--- src/core/sep_pkg.sv ---
package sep_pkg;

	// Word organisation of the array
	localparam int unsigned WORD_BITS = 16;
	localparam int unsigned ADDR_BITS = 4;
	localparam int unsigned WORD_COUNT = 16;

	// Instruction layout after the start bit: opcode then address
	localparam int unsigned CMD_BITS = 8;
	localparam int unsigned OP_MSB = 7;
	localparam int unsigned OP_LSB = 4;
	localparam int unsigned ADDR_MSB = 3;
	localparam int unsigned CNT_BITS = 5;
	localparam logic [4:0] CMD_LAST = 5'h07;
	localparam logic [4:0] WORD_LAST = 5'h0F;

	// Single-word opcodes, decoded on the two upper bits
	localparam logic [1:0] OPH_READ = 2'h2;
	localparam logic [1:0] OPH_WRITE = 2'h1;
	localparam logic [1:0] OPH_ERASE = 2'h3;

	// Whole-array and enable opcodes, full four bits
	localparam logic [3:0] OP_PROG_ENABLE = 4'h3;
	localparam logic [3:0] OP_PROG_DISABLE = 4'h0;
	localparam logic [3:0] OP_ERASE_ALL = 4'h2;
	localparam logic [3:0] OP_WRITE_ALL = 4'h1;

	// Value of an erased word and reset values
	localparam logic [15:0] ERASED_WORD = 16'hFFFF;
	localparam logic PROG_ENABLE_RST = 1'b0;

	// Sequencer states
	typedef enum logic [2:0] {
		ST_IDLE,
		ST_CMD,
		ST_DATA,
		ST_READ,
		ST_DONE,
		ST_ARMED,
		ST_PROG
	} sep_state_e;

endpackage : sep_pkg

--- src/core/sep_array.sv ---
module sep_array
	import sep_pkg::*;
#(
	parameter int unsigned WIDTH = WORD_BITS,
	parameter int unsigned AW    = ADDR_BITS,
	parameter int unsigned DEPTH = WORD_COUNT
) (
	// Clock
	input  wire logic             i_clk,
	// Write side
	input  wire logic             i_wr_en,
	input  wire logic             i_wr_all,
	input  wire logic [AW-1:0]    i_wr_addr,
	input  wire logic [WIDTH-1:0] i_wr_data,
	// Read side
	input  wire logic [AW-1:0]    i_rd_addr,
	output logic      [WIDTH-1:0] o_rd_data
);

	logic [WIDTH-1:0] mem [DEPTH];

	// One word, or every word at once for whole-array programming
	always_ff @(posedge i_clk) begin
		for (int i = 0; i < DEPTH; i++) begin
			if (i_wr_en && (i_wr_all || i_wr_addr == AW'(i))) begin
				mem[i] <= i_wr_data;
			end
		end
	end

	// Registered read port
	always_ff @(posedge i_clk) begin
		o_rd_data <= mem[i_rd_addr];
	end

endmodule : sep_array

--- src/core/sep_core.sv ---
module sep_core
	import sep_pkg::*;
(
	// Clock and reset
	input  wire logic I_CLOCK,
	input  wire logic I_RESET,
	// Serial port from the controller
	input  wire logic I_CHIP_SELECT,
	input  wire logic I_SERIAL_CLOCK,
	input  wire logic I_SERIAL_IN,
	// Serial data out, three-state
	output logic      O_SERIAL_OUT,
	output logic      O_SERIAL_OUT_OE,
	// Status
	output logic      O_PROG_VOLTAGE,
	output logic      O_PROG_ENABLE,
	output logic      O_STANDBY
);

	sep_state_e            state_ff;
	sep_state_e            nxt_state;
	logic                  sclk_d_ff;
	logic                  cs_d_ff;
	logic [CMD_BITS-1:0]   cmd_ff;
	logic [CMD_BITS-1:0]   nxt_cmd;
	logic [WORD_BITS-1:0]  data_ff;
	logic [WORD_BITS-1:0]  nxt_data;
	logic [WORD_BITS-1:0]  shift_ff;
	logic [WORD_BITS-1:0]  nxt_shift;
	logic [CNT_BITS-1:0]   cnt_ff;
	logic [CNT_BITS-1:0]   nxt_cnt;
	logic                  loaded_ff;
	logic                  nxt_loaded;
	logic                  so_ff;
	logic                  nxt_so;
	logic                  oe_ff;
	logic                  nxt_oe;
	logic                  en_ff;
	logic                  nxt_en;
	logic                  pv_ff;
	logic                  stby_ff;
	logic                  wr_en;
	logic [WORD_BITS-1:0]  rd_data;

	// Edge detection on the sampled serial inputs
	wire sclk_rise = I_SERIAL_CLOCK & ~sclk_d_ff;
	wire cs_fall   = ~I_CHIP_SELECT & cs_d_ff;
	wire sample    = sclk_rise & I_CHIP_SELECT;

	// Opcode and address decode of the held instruction
	wire [3:0]           op      = cmd_ff[OP_MSB:OP_LSB];
	wire [ADDR_BITS-1:0] addr    = cmd_ff[ADDR_MSB:0];
	wire                 is_er   = op[3:2] == OPH_ERASE;
	wire                 is_erase_all_cmd = op == OP_ERASE_ALL;
	wire                 is_write_all_cmd = op == OP_WRITE_ALL;
	wire                 is_all  = is_erase_all_cmd | is_write_all_cmd;
	wire                 is_ers  = is_er | is_erase_all_cmd;

	// Next instruction value, shifted in MSB first
	wire [CMD_BITS-1:0] cmd_shift = {cmd_ff[CMD_BITS-2:0], I_SERIAL_IN};
	wire [3:0]          new_op    = cmd_shift[OP_MSB:OP_LSB];
	wire                new_read  = new_op[3:2] == OPH_READ;
	wire                new_wdata = new_op[3:2] == OPH_WRITE
	                                | new_op == OP_WRITE_ALL;
	wire                new_ers   = new_op[3:2] == OPH_ERASE
	                                | new_op == OP_ERASE_ALL;

	// Array write data: ones for erase, shifted data otherwise
	wire [WORD_BITS-1:0] wr_data = is_ers ? ERASED_WORD : data_ff;
	assign wr_en = (state_ff == ST_ARMED) && cs_fall;

	sep_array u_array (
		.i_clk     (I_CLOCK),
		.i_wr_en   (wr_en),
		.i_wr_all  (is_all),
		.i_wr_addr (addr),
		.i_wr_data (wr_data),
		.i_rd_addr (addr),
		.o_rd_data (rd_data)
	);

	// Sequencer next state and datapath
	always_comb begin
		nxt_state  = state_ff;
		nxt_cmd    = cmd_ff;
		nxt_data   = data_ff;
		nxt_shift  = shift_ff;
		nxt_cnt    = cnt_ff;
		nxt_loaded = loaded_ff;
		nxt_so     = so_ff;
		nxt_oe     = oe_ff;
		nxt_en     = en_ff;
		unique case (state_ff)
			ST_IDLE: begin
				nxt_oe = 1'b0;
				// Leading zeros are skipped until the start bit
				if (sample && I_SERIAL_IN) begin
					nxt_state = ST_CMD;
					nxt_cnt   = '0;
				end
			end
			ST_CMD: begin
				if (!I_CHIP_SELECT) begin
					nxt_state = ST_IDLE;
				end else if (sample) begin
					nxt_cmd = cmd_shift;
					nxt_cnt = cnt_ff + CNT_BITS'(1);
					if (cnt_ff == CMD_LAST) begin
						nxt_cnt = '0;
						if (new_read) begin
							// Dummy zero driven on this rise
							nxt_state  = ST_READ;
							nxt_so     = 1'b0;
							nxt_oe     = 1'b1;
							nxt_loaded = 1'b0;
						end else if (new_wdata) begin
							nxt_state = ST_DATA;
						end else if (new_ers && en_ff) begin
							nxt_state = ST_ARMED;
						end else begin
							nxt_state = ST_DONE;
							if (new_op == OP_PROG_ENABLE) begin
								nxt_en = 1'b1;
							end
							if (new_op == OP_PROG_DISABLE) begin
								nxt_en = 1'b0;
							end
						end
					end
				end
			end
			ST_DATA: begin
				if (!I_CHIP_SELECT) begin
					nxt_state = ST_IDLE;
				end else if (sample) begin
					nxt_data = {data_ff[WORD_BITS-2:0], I_SERIAL_IN};
					nxt_cnt  = cnt_ff + CNT_BITS'(1);
					if (cnt_ff == WORD_LAST) begin
						nxt_state = en_ff ? ST_ARMED : ST_DONE;
					end
				end
			end
			ST_READ: begin
				if (!I_CHIP_SELECT) begin
					nxt_state = ST_IDLE;
					nxt_oe    = 1'b0;
				end else if (sample) begin
					nxt_cnt = cnt_ff + CNT_BITS'(1);
					if (!loaded_ff) begin
						// Word enters the output shifter
						nxt_so     = rd_data[WORD_BITS-1];
						nxt_shift  = {rd_data[WORD_BITS-2:0], 1'b0};
						nxt_loaded = 1'b1;
					end else if (cnt_ff == WORD_LAST + CNT_BITS'(1)) begin
						nxt_state = ST_DONE;
						nxt_oe    = 1'b0;
					end else begin
						nxt_so    = shift_ff[WORD_BITS-1];
						nxt_shift = {shift_ff[WORD_BITS-2:0], 1'b0};
					end
				end
			end
			ST_DONE: begin
				nxt_oe = 1'b0;
				if (!I_CHIP_SELECT) begin
					nxt_state = ST_IDLE;
				end
			end
			ST_ARMED: begin
				// Extra clocks are ignored until select falls
				if (cs_fall) begin
					nxt_state = ST_PROG;
				end
			end
			ST_PROG: begin
				// No serial clock needed while programming
				if (I_CHIP_SELECT) begin
					nxt_state = ST_IDLE;
				end
			end
		endcase
	end

	// Sampled pins and edge history
	always_ff @(posedge I_CLOCK) begin
		if (I_RESET) begin
			sclk_d_ff <= 1'b0;
			cs_d_ff   <= 1'b0;
		end else begin
			sclk_d_ff <= I_SERIAL_CLOCK;
			cs_d_ff   <= I_CHIP_SELECT;
		end
	end

	// Sequencer and shift registers
	always_ff @(posedge I_CLOCK) begin
		if (I_RESET) begin
			state_ff  <= ST_IDLE;
			cmd_ff    <= '0;
			data_ff   <= '0;
			shift_ff  <= '0;
			cnt_ff    <= '0;
			loaded_ff <= 1'b0;
		end else begin
			state_ff  <= nxt_state;
			cmd_ff    <= nxt_cmd;
			data_ff   <= nxt_data;
			shift_ff  <= nxt_shift;
			cnt_ff    <= nxt_cnt;
			loaded_ff <= nxt_loaded;
		end
	end

	// Output pin, enable latch and status flops
	always_ff @(posedge I_CLOCK) begin
		if (I_RESET) begin
			so_ff <= 1'b0;
			oe_ff <= 1'b0;
			en_ff <= PROG_ENABLE_RST;
			pv_ff <= 1'b0;
			stby_ff <= 1'b0;
		end else begin
			so_ff <= nxt_so;
			oe_ff <= nxt_oe;
			en_ff <= nxt_en;
			pv_ff <= nxt_state == ST_PROG;
			stby_ff <= !I_CHIP_SELECT && nxt_state != ST_PROG;
		end
	end

	// Ports straight from flops
	assign O_SERIAL_OUT    = so_ff;
	assign O_SERIAL_OUT_OE = oe_ff;
	assign O_PROG_VOLTAGE  = pv_ff;
	assign O_PROG_ENABLE   = en_ff;
	assign O_STANDBY       = stby_ff;

endmodule : sep_core

--- config.mk ---
export PLATFORM = sky130hd
export DESIGN_NAME = sep_core
export DESIGN_NICKNAME = d
export VERILOG_FILES = /design/src/core/sep_pkg.sv /design/src/core/sep_array.sv /design/src/core/sep_core.sv
export SDC_FILE = /design/constraint.sdc
export NUM_CORES = 1
export LEC_CHECK = 0
export ABC_AREA = 1
export BUFFER_PORTS_ARGS = -buffer_cell sky130_fd_sc_hd__buf_2
export CORE_MARGIN = 1.5
export CORE_UTILIZATION = 35
export DETAILED_ROUTE_END_ITERATION = 6
export MAX_ROUTING_LAYER = met4
export SYNTH_ARGS = -nofsm -noshare
export SYNTH_HDL_FRONTEND = slang
export SYNTH_SLANG_ARGS = --single-unit
--- constraint.sdc ---
create_clock -name I_CLOCK -period 3.3 [get_ports I_CLOCK]
set_input_delay 0.33 -clock I_CLOCK [delete_from_list [all_inputs] [get_ports I_CLOCK]]
set_output_delay 0.33 -clock I_CLOCK [all_outputs]
set_load 0.01 [all_outputs]
==> qor.csv <==
stage,metric,value,unit
power_and_ir_drop,vdd_ir_drop_max,0.000333,V
logic_synthesis,synth_top_area_share,60.7,%
clock_network,clkTransAtPathRegs,0.06,ns
die,die_area,37300,sq um
global_routing,grt_pass1_wl,45300,um
die,io_pins,10,
drt,wl,29700,um
drt,vias,7880,
timing,period_share,73.3,%
drt,drt-initial-drc-count,732,
cells_and_area,nets,1043,
global_routing,antenna_found_initial,0,
cells_and_area,regArea,9110,sq um
place,gp_congestion,0.889,
timing,slew_headroom,27.0,%
clock_network,cts.sinks,327,
drt,first_pass_iters,5,
timing,hold_violations,0,
cells_and_area,synthToLayoutAreaGrowth,14.2,%
logic_synthesis,synth_flop_cell,edfxtp_1,
drt,drc,0,
global_routing,use_met2,24.5,%
logic_synthesis,synth_top_area_cell,edfxtp_1,
die,fp.dieH,193,um
place,detailed_place_hpwl,19000,um
global_routing,grt.busiest_layer,met2,
logic_synthesis,synth-seq-cells,327,
worst_setup_path,crit_chain,inv_1 -> nand2_1 -> inv_1 -> o21ai_2 -> a21oi_2,
logic_synthesis,synth.yosys.seq_area_share,72.0,%
power_and_ir_drop,p_per_area,585,nW/um^2
drt,vias_per_cell,5.18,
run_status,status,completed,
power_and_ir_drop,leakage,5.06,nW
timing,whs,0.0843,ns
drt,ant_nets,0,
logic_synthesis,synthTopCellsByCount,"edfxtp_1 (256), nand2_1 (236), a22oi_1 (128)",
clock_network,cts_buffer_depth,3,
worst_setup_path,slowest_stage,o21ai_2,
worst_setup_path,end_kind,flip-flop,
clock_network,root_buffer,clkbuf_16,
place,dpl_cell_area,13300,sq um
logic_synthesis,synthCells,1012,
worst_setup_path,slowest_delay,0.83,ns
hold_path,hold_class,primary input to flip-flop,
global_routing,grt-ovfl-total,0,
timing,max_freq,413,MHz
worst_setup_path,crit_arrival,2.54,ns
clock_network,cts_tree,built,
logic_synthesis,yosysWarningCount,0,
cells_and_area,multi_input_area,3130,sq um
clock_network,cts_setup_buffers,0,
die,die-width,193,um
die,core,35600,sq um
drt,wl_per_cell,19.5,um
clock_network,h-tree-depth,2,
timing,grt_setup_unrepaired,no,
clock_network,clock_latency,0.52,ns
worst_setup_path,cp_common_cell,inv_1,
logic_synthesis,synth.most_common_cell,edfxtp_1,
timing,fin_crit,2.42,ns
global_routing,grt_pass1_vias,7543,
timing,tns,0,ns
run,max_cap_violations,0,
die,rows,69,
clock_network,cts_resized,0,
timing,tightest_slew,1.09,ns
global_routing,grt_max_degree,55,
die,initial_core_util,35.6,%
global_routing,grtUsageMet1,23.8,%
cells_and_area,drive_gt1_share,13.9,%
timing,drv_slew,0,
timing,setup_viol,0,
worst_setup_path,worstSetupPathType,flip-flop to flip-flop,
logic_synthesis,synthTopCellsByArea,"edfxtp_1 (61%), dfxtp_1 (11%), a22oi_1 (7.6%), nand2_1 (7.0%), a21oi_1 (2.0%)",
global_routing,grt_use_total,16.7,%
logic_synthesis,async_reset_ff_share,0,%
logic_synthesis,ys_types,31,
logic_synthesis,synth_edf_count,256,
cells_and_area,fin_area,14500,sq um
worst_setup_path,path_delay_family,compound AO/OA/AOI/OAI gates,
worst_setup_path,r2r_setup_slack,0.88,ns
worst_setup_path,worstPathRequired,3.42,ns
worst_setup_path,worstSetupStartpointType,flip-flop,
logic_synthesis,syn_area,12700,sq um
logic_synthesis,syn_area_per_cell,12.5,sq um
cells_and_area,diodes,0,
worst_setup_path,worst-path-buf-inv,2,
clock_network,postCtsHoldBufs,0,
global_routing,grt_use_met3,2.44,%
timing,finClkSkew,0.0199,ns
place,port_buffers,9,
logic_synthesis,syn_nets,1020,
worst_setup_path,path_max_fanout,16,
cells_and_area,nFillCells,3329,
clock_network,cts_buffers,35,
## final timing paths
| check | depth (start not counted) | from | end |
|---|---|---|---|
| worst min register to register | 2 | u_array.o_rd_data[14] | shift_ff[15] |
| worst max register to register | 5 | cmd_ff[5] | u_array.mem[1][11] |
| worst min-delay path | 3 | I_SERIAL_CLOCK | sclk_d_ff |
| worst max-delay path | 5 | cmd_ff[5] | u_array.mem[1][11] |
## placed cells by master (no fill, tap or decap), drive strengths merged
| cell type | count |
|---|---|
| a21boi | 1 |
| a21oi | 54 |
| a22oi | 128 |
| a31oi | 15 |
| buf | 40 |
| bufinv | 3 |
| clkbuf | 43 |
| clkinv | 16 |
| clkinvlp | 2 |
| dfxtp | 71 |
| edfxtp | 256 |
| ha | 3 |
| inv | 55 |
| nand2 | 243 |
| nand3 | 16 |
| nand4 | 23 |
| nor2 | 41 |
| nor3 | 3 |
| nor4 | 1 |
| o21ai | 46 |
| xor2 | 1 |
## cell type report
cell class	count	share of cell area [%]
flip-flops and latches	327	63.0
multi-input cells	575	21.6
clock buffers	43	6.55
repair buffers	40	2.01
clock inverters	20	1.32
inverters	56	1.52
well taps	461	3.99
## logic make-up after synthesis
group | Yosys count | share of synthesized area, %
buffers and inverters | 110 | 4.04
XOR/XNOR | 1 | 0.0692
flip-flops | 327 | 72.0
adder cells (fa/ha/maj) | 3 | 0.297
AO/OA/AOI/OAI | 244 | 12.5
AND/OR/NAND/NOR | 327 | 11.2
## routing by layer
metal / part of all wire (%) / vias up
li1: - / 3732
met1: 46 / 3822
met2: 45 / 268
met3: 6.6 / 58
met4: 2.3 / 0
met5: 0 / -
## where the power goes
group          internal, mW  switching (mW)
Combinational        0.0482           0.127
Clock                  2.28            1.57
Sequential             4.41          0.0115
## sequential cells by signal (all words and copies together) (netlist names), 3 cells and up
signal,cells
u_array.mem,256
shift_ff,15
cnt_ff,5
data_ff,16
u_array.o_rd_data,16
state_ff,3
cmd_ff,8
## worst reg2reg max path, delay by kind of cell (launching register included)
kind / cells / cell delay, ns
buf+inv: 2 / 0.18
flops: 1 / 0.36
simple gates: 1 / 0.12
compound gates: 2 / 1.37
## metrics by stage
stage | setup slack (ns) | cells | total power [mW] | utilization [%]
2_1_floorplan | 1.05 | 1012 | 4.62 | -
3_3_place_gp | 0.932 | 1459 | 4.69 | 37.5
3_5_place_dp | 0.880 | 1459 | 4.69 | 37.5
4_1_cts | 0.899 | 1522 | 8.52 | 40.7
5_1_grt | 0.708 | 1522 | 8.70 | 40.7
6_report | 0.880 | 1522 | 8.45 | 40.7
No activity file was read; power rests on OpenSTA's default activity.
